--- src/shared/rsv_pkg.sv ---
// Package: constants, register map and types of the reset supervisor and irq pin block
//----------------------------------------------------------------------
//----------------------------------------------------------------------
package rsv_pkg;

  //----------------------------------------------------------------------
  // Timing
  //----------------------------------------------------------------------
  localparam int unsigned CLK_KHZ     = 20_000;
  localparam int unsigned TREC_MS     = 250;
  localparam int unsigned TRST_MS     = 250;
  localparam int unsigned PBDB_MS     = 250;
  localparam int unsigned TOSF_MS     = 100;
  localparam int unsigned TREC_CYC    = TREC_MS * CLK_KHZ;
  localparam int unsigned TRST_CYC    = TRST_MS * CLK_KHZ;
  localparam int unsigned PBDB_CYC    = PBDB_MS * CLK_KHZ;
  localparam int unsigned TOSF_CYC    = TOSF_MS * CLK_KHZ;
  localparam int unsigned CNT_W       = 23;

  //----------------------------------------------------------------------
  // Register map (index, byte address is four times it)
  //----------------------------------------------------------------------
  localparam logic [7:0]  CTRL_IDX    = 8'h0e;
  localparam logic [7:0]  STAT_IDX    = 8'h0f;
  localparam logic [7:0]  MASK_IDX    = 8'h10;
  localparam logic [7:0]  STATE_IDX   = 8'h11;
  localparam logic [7:0]  CTRL_RST    = 8'h3c;
  localparam logic [7:0]  CTRL_WMASK  = 8'hbf;
  localparam logic [4:0]  MASK_RST    = 5'h00;

  // Status and mask bit positions
  localparam int unsigned EV_ALARM1   = 0;
  localparam int unsigned EV_ALARM2   = 1;
  localparam int unsigned EV_OSCSTOP  = 2;
  localparam int unsigned EV_PRESS    = 3;
  localparam int unsigned EV_PWRFAIL  = 4;
  localparam int unsigned EV_W        = 5;

  // Divider bit per rate code: 1 Hz, 1.024 kHz, 4.096 kHz, 8.192 kHz
  localparam int unsigned DIV_W       = 15;
  localparam int unsigned RATE0_BIT   = 14;
  localparam int unsigned RATE1_BIT   = 4;
  localparam int unsigned RATE2_BIT   = 2;
  localparam int unsigned RATE3_BIT   = 1;

  //----------------------------------------------------------------------
  // Types
  //----------------------------------------------------------------------
  typedef struct packed {
    logic oscillator_disable_n;
    logic rsvd;
    logic ref_clock_en;
    logic rate_select_high;
    logic rate_select_low;
    logic irq_or_square_select;
    logic alarm2_en;
    logic alarm1_en;
  } rsv_ctrl_type;

  typedef enum logic [1:0] {
    RSV_PFAIL = 2'b00,
    RSV_RECOV = 2'b01,
    RSV_RUN   = 2'b10,
    RSV_PUSH  = 2'b11
  } rsv_state_type;

  // Byte address of a register index
  function automatic logic [9:0] idx2addr(input logic [7:0] idx);
    return {idx, 2'b00};
  endfunction

endpackage

--- src/rtl/rsv_debounce.sv ---
// Debouncer for the pushbutton sense of the reset pin
`timescale 1ns/1ps
module rsv_debounce
#(
  parameter int unsigned DB_CYC = rsv_pkg::PBDB_CYC
)
(
  input  wire logic core_clk,
  input  wire logic resetn,
  input  wire logic sense,
  output logic      press
);
  import rsv_pkg::*;

  logic             stable_r;
  logic [CNT_W-1:0] cnt_r;
  logic [CNT_W-1:0] cnt_nxt;
  logic             settle;

  //----------------------------------------------------------------------
  // Stability counter
  //----------------------------------------------------------------------
  // Any bounce back to the held level restarts the wait
  assign settle  = (sense != stable_r) && (cnt_r >= CNT_W'(DB_CYC - 1));
  assign cnt_nxt = (sense == stable_r || settle) ? '0 : cnt_r + CNT_W'(1);

  always_ff @(posedge core_clk or negedge resetn)
  begin
    if (!resetn)
    begin
      stable_r <= 1'b1;
      cnt_r    <= '0;
      press    <= 1'b0;
    end
    else
    begin
      cnt_r    <= cnt_nxt;
      stable_r <= settle ? sense : stable_r;
      press    <= settle && !sense;  // Only a settled fall counts
    end
  end

endmodule // rsv_debounce

--- src/rtl/rsv_top.sv ---
// Reset supervisor, multifunction irq/square pin and reference clock output
//
// The APB slave port and the address map are this design's own decisions.
`timescale 1ns/1ps
module rsv_top
#(
  parameter int unsigned TREC_P = rsv_pkg::TREC_CYC,
  parameter int unsigned TRST_P = rsv_pkg::TRST_CYC,
  parameter int unsigned PBDB_P = rsv_pkg::PBDB_CYC,
  parameter int unsigned TOSF_P = rsv_pkg::TOSF_CYC
)
(
  input  wire logic        core_clk,
  input  wire logic        resetn,
  // APB slave
  input  wire logic [9:0]  paddr,
  input  wire logic        psel,
  input  wire logic        penable,
  input  wire logic        pwrite,
  input  wire logic [31:0] pwdata,
  input  wire logic [3:0]  pstrb,
  output logic [31:0]      prdata,
  output logic             pready,
  output logic             pslverr,
  output logic             irq,
  // Analogue and neighbouring blocks
  input  wire logic        vcc_above_pf,
  input  wire logic        osc_in,
  input  wire logic        alarm1_match,
  input  wire logic        alarm2_match,
  // Open-drain pins
  input  wire logic        rst_pin_in,
  output logic             rst_pin_out,
  output logic             rst_pin_oe,
  output logic             irq_or_square_pin_out,
  output logic             irq_or_square_pin_oe,
  output logic             ref_clock_out_out,
  output logic             ref_clock_out_oe
);
  import rsv_pkg::*;

  rsv_ctrl_type       ctrl_r;
  logic [EV_W-1:0]    stat_r;
  logic [EV_W-1:0]    stat_nxt;
  logic [EV_W-1:0]    stat_clr;
  logic [EV_W-1:0]    mask_r;
  logic [EV_W-1:0]    events;
  rsv_state_type      state_r;
  rsv_state_type      state_nxt;
  logic [CNT_W-1:0]   cnt_r;
  logic [CNT_W-1:0]   cnt_nxt;
  logic [CNT_W-1:0]   osc_idle_r;
  logic [DIV_W-1:0]   div_r;
  logic [DIV_W-1:0]   div_nxt;
  logic               osc_d_r;
  logic               osc_rise;
  logic               osc_stop;
  logic               osc_stop_d_r;
  logic               vcc_d_r;
  logic               sel_d_r;
  logic               sel_chg;
  logic               sq_level;
  logic               alarm_act;
  logic               irq_drive_r;
  logic               irq_drive_nxt;
  logic               rst_drive_r;
  logic               press;
  logic               cnt_done;
  logic               irq_r;
  logic [31:0]        rdata_r;
  logic [31:0]        rmux;
  logic [31:0]        ctrl_word;
  logic [31:0]        stat_word;
  logic [31:0]        mask_word;
  logic [31:0]        state_word;
  logic               setup;
  logic               access;
  logic               hit_ctrl;
  logic               hit_stat;
  logic               hit_mask;
  logic               hit_state;
  logic               mapped;
  logic               wr_ctrl;
  logic               wr_mask;
  logic               rd_stat;

  //----------------------------------------------------------------------
  // Helper functions
  //----------------------------------------------------------------------
  // Square wave level for a rate code
  function automatic logic rate_tap(input logic [1:0] rs, input logic [DIV_W-1:0] d);
    logic t;
    t = 1'b0;
    unique case (rs)
      2'b00: t = d[RATE0_BIT];
      2'b01: t = d[RATE1_BIT];
      2'b10: t = d[RATE2_BIT];
      2'b11: t = d[RATE3_BIT];
    endcase
    return t;
  endfunction

  // Counter has reached a cycle figure
  function automatic logic reached(input logic [CNT_W-1:0] c, input int unsigned n);
    return c >= CNT_W'(n - 1);
  endfunction

  //----------------------------------------------------------------------
  // APB decode
  //----------------------------------------------------------------------
  // Zero wait state; read data is caught in the setup cycle
  // Only the low byte lane carries fields, so only pstrb[0] qualifies a write
  assign setup     = psel && !penable;
  assign access    = psel && penable;
  assign hit_ctrl  = paddr == idx2addr(CTRL_IDX);
  assign hit_stat  = paddr == idx2addr(STAT_IDX);
  assign hit_mask  = paddr == idx2addr(MASK_IDX);
  assign hit_state = paddr == idx2addr(STATE_IDX);
  assign mapped    = hit_ctrl || hit_stat || hit_mask || hit_state;
  assign pready    = access;
  assign pslverr   = access && !mapped;
  assign prdata    = rdata_r;
  assign wr_ctrl   = access && pwrite && hit_ctrl && pstrb[0];
  assign wr_mask   = access && pwrite && hit_mask && pstrb[0];
  assign rd_stat   = access && !pwrite && hit_stat;

  // Register words; bits above each field read as zero
  assign ctrl_word  = 32'(ctrl_r);
  assign stat_word  = 32'(stat_r);
  assign mask_word  = 32'(mask_r);
  assign state_word = 32'({!osc_stop, rst_drive_r, state_r});

  // Read mux; the state word shows the pin drive and oscillator
  // Unmapped places read zero and are refused in the access cycle
  assign rmux = hit_ctrl  ? ctrl_word  :
                hit_stat  ? stat_word  :
                hit_mask  ? mask_word  :
                hit_state ? state_word :
                            32'h0000_0000;

  always_ff @(posedge core_clk or negedge resetn)
  begin
    if (!resetn)
      rdata_r <= 32'h0000_0000;
    else if (setup)
      rdata_r <= rmux;
  end

  //----------------------------------------------------------------------
  // Control and mask registers
  //----------------------------------------------------------------------
  // Bus access never looks at the reset pin, so software keeps working
  // Reserved bit 6 is masked on write so it always reads as zero
  always_ff @(posedge core_clk or negedge resetn)
  begin
    if (!resetn)
    begin
      ctrl_r <= rsv_ctrl_type'(CTRL_RST);  // Irq mode, alarms off
      mask_r <= MASK_RST;
    end
    else
    begin
      if (wr_ctrl)
        ctrl_r <= rsv_ctrl_type'(pwdata[7:0] & CTRL_WMASK);
      if (wr_mask)
        mask_r <= pwdata[EV_W-1:0];
    end
  end

  //----------------------------------------------------------------------
  // Oscillator watch
  //----------------------------------------------------------------------
  // Oscillator input is treated as synchronous to core_clk
  // An asynchronous source needs two flops ahead of osc_in; every
  // oscillator count below would then lag by those two cycles
  assign osc_rise = osc_in && !osc_d_r;
  assign osc_stop = reached(osc_idle_r, TOSF_P);

  // Idle counter saturates so the flag holds while stopped
  always_ff @(posedge core_clk or negedge resetn)
  begin
    if (!resetn)
    begin
      osc_d_r      <= 1'b0;
      osc_idle_r   <= '0;
      osc_stop_d_r <= 1'b0;
    end
    else
    begin
      osc_d_r      <= osc_in;
      osc_stop_d_r <= osc_stop;
      if (osc_rise)
        osc_idle_r <= '0;
      else if (!osc_stop)
        osc_idle_r <= osc_idle_r + CNT_W'(1);
    end
  end

  //----------------------------------------------------------------------
  // Reference clock output
  //----------------------------------------------------------------------
  // No supply term: runs on primary or backup alike
  // Pin follows the delayed oscillator level, one cycle behind osc_in
  assign ref_clock_out_out = 1'b0;
  assign ref_clock_out_oe  = ctrl_r.ref_clock_en && !osc_d_r;

  //----------------------------------------------------------------------
  // Pushbutton sense
  //----------------------------------------------------------------------
  // Own drive reads as high so our pulse is never taken for a press
  // A button still held when our drive ends must settle again to count
  rsv_debounce #(
    .DB_CYC   (PBDB_P)
  ) u_debounce (
    .core_clk (core_clk),
    .resetn   (resetn),
    .sense    (rst_pin_in || rst_drive_r),
    .press    (press)
  );

  //----------------------------------------------------------------------
  // Reset sequencer
  //----------------------------------------------------------------------
  // One counter serves both recovery and active time; the state picks the end
  assign cnt_done = (state_r == RSV_RECOV) ? reached(cnt_r, TREC_P) :
                                             reached(cnt_r, TRST_P);

  // Supply loss overrides every state
  always_comb
  begin
    state_nxt = state_r;
    if (!vcc_above_pf)
      state_nxt = RSV_PFAIL;
    else
    begin
      unique case (state_r)
        RSV_PFAIL:
          state_nxt = ctrl_r.oscillator_disable_n ? RSV_RUN : RSV_RECOV;
        RSV_RECOV:
          if (ctrl_r.oscillator_disable_n)
            state_nxt = RSV_RUN;
          else if (cnt_done && !osc_stop)
            state_nxt = RSV_RUN;
        RSV_RUN:
          if (press)
            state_nxt = RSV_PUSH;
        RSV_PUSH:
          if (cnt_done)
            state_nxt = RSV_RUN;  // Presses ignored until here
      endcase
    end
  end

  // Recovery only counts while the oscillator runs
  assign cnt_nxt = (state_nxt != state_r) ? '0 :
                   (state_r == RSV_RECOV && osc_stop) ? cnt_r :
                   cnt_r + CNT_W'(1);

  // Pin drive is taken from the next state, so it moves with the state
  always_ff @(posedge core_clk or negedge resetn)
  begin
    if (!resetn)
    begin
      state_r     <= RSV_PFAIL;
      cnt_r       <= '0;
      rst_drive_r <= 1'b1;
    end
    else
    begin
      state_r     <= state_nxt;
      cnt_r       <= cnt_nxt;
      rst_drive_r <= state_nxt != RSV_RUN;
    end
  end

  assign rst_pin_out = 1'b0;
  assign rst_pin_oe  = rst_drive_r;

  //----------------------------------------------------------------------
  // Multifunction pin
  //----------------------------------------------------------------------
  // Both functions share one drive flop, so the pin never sees decode glitches
  assign sel_chg   = ctrl_r.irq_or_square_select != sel_d_r;
  assign sq_level  = rate_tap({ctrl_r.rate_select_high, ctrl_r.rate_select_low}, div_r);
  assign alarm_act = (stat_r[EV_ALARM1] && ctrl_r.alarm1_en) ||
                     (stat_r[EV_ALARM2] && ctrl_r.alarm2_en);

  // Divider restarts on a mode change so the first half wave is whole
  assign div_nxt = sel_chg  ? '0 :
                   osc_rise ? div_r + DIV_W'(1) : div_r;

  // Released for the change cycle, then the new function takes over
  assign irq_drive_nxt = sel_chg ? 1'b0 :
                         ctrl_r.irq_or_square_select ? alarm_act :
                         !sq_level;

  // Select history, divider and pin drive
  always_ff @(posedge core_clk or negedge resetn)
  begin
    if (!resetn)
    begin
      sel_d_r     <= 1'b1;
      div_r       <= '0;
      irq_drive_r <= 1'b0;
    end
    else
    begin
      sel_d_r     <= ctrl_r.irq_or_square_select;
      div_r       <= div_nxt;
      irq_drive_r <= irq_drive_nxt;
    end
  end

  assign irq_or_square_pin_out = 1'b0;
  assign irq_or_square_pin_oe  = irq_drive_r;

  //----------------------------------------------------------------------
  // Event status and interrupt
  //----------------------------------------------------------------------
  // Event pulses; power fail is the falling edge of the supply flag
  assign events[EV_ALARM1]  = alarm1_match;
  assign events[EV_ALARM2]  = alarm2_match;
  assign events[EV_OSCSTOP] = osc_stop && !osc_stop_d_r;
  assign events[EV_PRESS]   = press && state_r == RSV_RUN;
  assign events[EV_PWRFAIL] = vcc_d_r && !vcc_above_pf;

  // Read clears only the bits that went out in the read word; an event
  // landing between the setup and access edges stays pending, and an
  // event in the clear cycle itself wins over the clear
  assign stat_clr = rd_stat ? rdata_r[EV_W-1:0] : '0;
  assign stat_nxt = (stat_r & ~stat_clr) | events;

  // irq is taken from the next status, so it rises with its status bit
  always_ff @(posedge core_clk or negedge resetn)
  begin
    if (!resetn)
    begin
      stat_r  <= '0;
      vcc_d_r <= 1'b0;
      irq_r   <= 1'b0;
    end
    else
    begin
      stat_r  <= stat_nxt;
      vcc_d_r <= vcc_above_pf;
      irq_r   <= |(stat_nxt & mask_r);
    end
  end

  assign irq = irq_r;

endmodule // rsv_top

--- config.mk ---
export PLATFORM = sky130hd
export DESIGN_NAME = rsv_top
export DESIGN_NICKNAME = d
export VERILOG_FILES = /design/src/shared/rsv_pkg.sv /design/src/rtl/rsv_debounce.sv /design/src/rtl/rsv_top.sv
export SDC_FILE = /design/constraint.sdc
export NUM_CORES = 1
export LEC_CHECK = 0
export BUFFER_PORTS_ARGS = -buffer_cell sky130_fd_sc_hd__buf_2
export CAP_MARGIN = 15
export CORE_UTILIZATION = 60
export DETAILED_ROUTE_END_ITERATION = 16
export PLACE_DENSITY = 0.9
export RECOVER_POWER = 50
export SKIP_LAST_GASP = 1
export SLEW_MARGIN = 5
export SYNTH_ARGS = -nofsm -noshare
export SYNTH_HDL_FRONTEND = slang
export SYNTH_SLANG_ARGS = --single-unit
--- constraint.sdc ---
create_clock -name core_clk -period 4 [get_ports core_clk]
set_input_delay 0.4 -clock core_clk [delete_from_list [all_inputs] [get_ports core_clk]]
set_output_delay 0.4 -clock core_clk [all_outputs]
set_load 0.1 [all_outputs]
==> metrics.txt <==
worst-case hold path end point=stat_r[0]; final WL=15080 um; slew at the pin closest to its max-slew limit=1.380 ns; Synthesis Warnings=0; type of the setup path with the least slack=flip-flop to flip-flop; most frequent cells in the layout=dfrtp_1, nor2_1, nand2_1; GR Overflow Total=0; vias after detailed routing=5277; initial antenna violation count=0; number of cells after detailed placement=approximately 800; cts bufs inserted=17; die span in y=around 110 um; DRC violation count after routing=0; leading cell type in the layout, fill and taps excluded=dfrtp_1; stages on the worst setup path=7; wire length per cell after detailed routing=17.99 um; global-route usage over all layers=28.49%; count of inserted antenna diode cells=0; count of buffer and inverter cells on the critical path=0; result of the run=completed; post-route core utilization=between 60 and 70%; area of the core=10370 um2; largest net degree at the start of global routing=92; share of post-route cells with drive strength above 1=17.52%; worst-path fanout max=23; first-pass iteration count of the detailed router=5; kind of launch point of the worst setup path=flip-flop; Starting Density=62.20%; cts repair resizes=0; maximum VDD drop=0.2960 mV; flip-flop and latch count after synthesis=119; CP Data Required Time=4.36 ns; max-capacitance violation count=0; footprint of the multi-input gates=3153 um2; Worst path top cell family by delay=simple AND/OR/NAND/NOR gates; highest clock frequency the design can meet=378.3 MHz; PortBufs=40; sequential-to-total area share from yosys stat=46.30%; wire length of the first global-routing pass=roughly 25000 um; Tcrit/Tclk final=66.08%; maximum level of the CTS H-tree=4; hold path depth=2; DP HPWL=9437 um; post-synth cell types=82; startpoint of the tightest hold check path=alarm1_match; flop2flop setup slack=1.36 ns; gate count after technology mapping=roughly 650; ratio of total power to cell area=between 400 and 500 nW/um2; count of endpoints failing setup in the final report=0; count of flip-flops with a built-in enable after synthesis=0; CTS sink cnt=119; Post-Syn Area=6450 um2; Area Growth Syn to Fin=11.41%; Hold/Removal Path Class=input port to flip-flop; count of endpoints failing hold in the final timing report=0; cell-by-cell listing of the critical path=ha_1 -> a21oi_1 -> nand4b_1 -> a21o_2 -> a211oi_2 -> nor4_4 -> nor2_1; delay contributed by the slowest stage of the critical path=0.86 ns; CP max stage cell=nor4_4; FF/Latch Area=2987 um2; critical path capture point type=flip-flop; row count=37; endpoint arrival time on the critical path=3.01 ns; Die Width=105.7 um; maximum clock skew at final layout=0.009379 ns; clock transition at the registers of the reported paths=0.06 ns; RSZ-0062 raised after global routing=false; count of nets left with antenna violations after detail routing=0; average cell area after synthesis=9.938 um2; final critical delay including setup and external delays=2.643 ns; number of top-level design ports=97; Die Outline Area=11170 um2; total leakage power=between 3 and 4 nW; launch instance of the worst register-to-register path=osc_idle_r[0]; via count normalized by instance count=6.297; worst rel slew slack=6.687%; reg2reg path depth=7; latest clock arrival within the worst-skew pair=0.53 ns; filler cell count=669; largest buffer count on any clock path=2; Post-synth top flop=dfrtp_1; clock tree from TritonCTS=done; DRT iter0 DRCs=479; final total power=about 3 mW; clk root buf=clkbuf_8; number of nets in the layout=~750; routability cong.=0.8681; final total negative setup slack=0 ns; final standard cell count with taps included and fillers excluded=838; fraction of synthesis flops using an asynchronous set or reset pin=100.0%; Final Max Tran Viols=0; number of global-route vias before repair=5221; FF-to-FF End=cnt_r[3]
==> flip-flops by register name, indices dropped and copies added, names as in the netlist, 2 cells and up <==
name / count
osc_idle_r: 23
div_r: 15
stat_r: 5
ctrl_r: 7
cnt_r: 23
mask_r: 5
u_debounce.cnt_r: 23
prdata: 7
state_r: 2
==> area by class of cell <==
| cell class | count | area share [%] |
|---|---|---|
| clock inverters | 8 | 1.358 |
| well taps | 136 | 2.368 |
| repair buffers | 46 | 3.709 |
| flip-flops and latches | 119 | 41.56 |
| inverters | 11 | 0.5746 |
| clock buffers | 24 | 6.547 |
| multi-input cells | 494 | 43.88 |
==> how the worst max path moves through the flow <==
stage	startpoint	to	slack, ns
2_1_floorplan	paddr[7]	pslverr	1.57
3_3_place_gp	paddr[0]	ctrl_r[0]	1.22
3_5_place_dp	paddr[0]	ctrl_r[1]	1.22
4_1_cts	cnt_r[13]	cnt_r[21]	1.38
5_1_grt	cnt_r[15]	cnt_r[0]	1.15
6_report	osc_idle_r[0]	cnt_r[3]	1.36
==> metal layers <==
layer	share of wire, %	global-route usage (%)
met1	40	34.29
met2	50	48.04
met3	7.1	6.926
met4	2.9	13.39
met5	0	0
==> timing repair <==
item,4_1_cts,5_1_grt
buffers inserted,0,0
hold buffers,1,1
endpoints found under the hold margin,1,16
==> through the flow <==
step | setup slack [ns] | area, um2 | hold WS (ns)
floorplan | 1.568 | 6551 | 0.1044
global placement | 1.220 | 6591 | 0.3949
detailed placement | 1.223 | 6591 | 0.4045
CTS | 1.375 | 7169 | 0.05081
global route | 1.148 | 7186 | 0.08931
finish | 1.357 | 7186 | 0.09085
==> cell usage after synthesis (13+ instances only) <==
cell | count | area [um2]
nand3_1 | 48 | 240.2
xnor2_1 | 19 | 166.4
clkbuf_1 | 13 | 48.80
a21oi_1 | 15 | 75.07
xor2_1 | 50 | 437.9
buf_4 | 30 | 225.2
o21ai_0 | 16 | 80.08
nand4_1 | 17 | 106.4
dfrtp_1 | 112 | 2803
nand2_1 | 53 | 198.9
and3_1 | 18 | 112.6
nor2_1 | 76 | 285.3
==> logic make-up (layout without fill, tap and decap cells) <==
| logic type | count (synthesis) | after routing | share of synthesized area, % |
|---|---|---|---|
| and+or+nand+nor | 301 | 301 | 25.61 |
| muxes | 12 | 12 | 2.270 |
| adders and majority gates | 4 | 4 | 0.7760 |
| buffers and inverters | 63 | 89 | 6.149 |
| AOI/OAI and AO/OA | 80 | 80 | 9.467 |
| DFF | 119 | 119 | 46.30 |
| other | 1 | 28 | 0.05814 |
| xor gates and xnor gates | 69 | 69 | 9.370 |
==> report_power, final <==
part           switching (mW)  leakage [nW]  total [mW]  internal [mW]
logic                   0.236          1.31       0.305         0.0682
registers              0.0545          1.57        1.30           1.25
clock network           0.535         0.271        1.47          0.932
(Power assumes the default switching activity.)
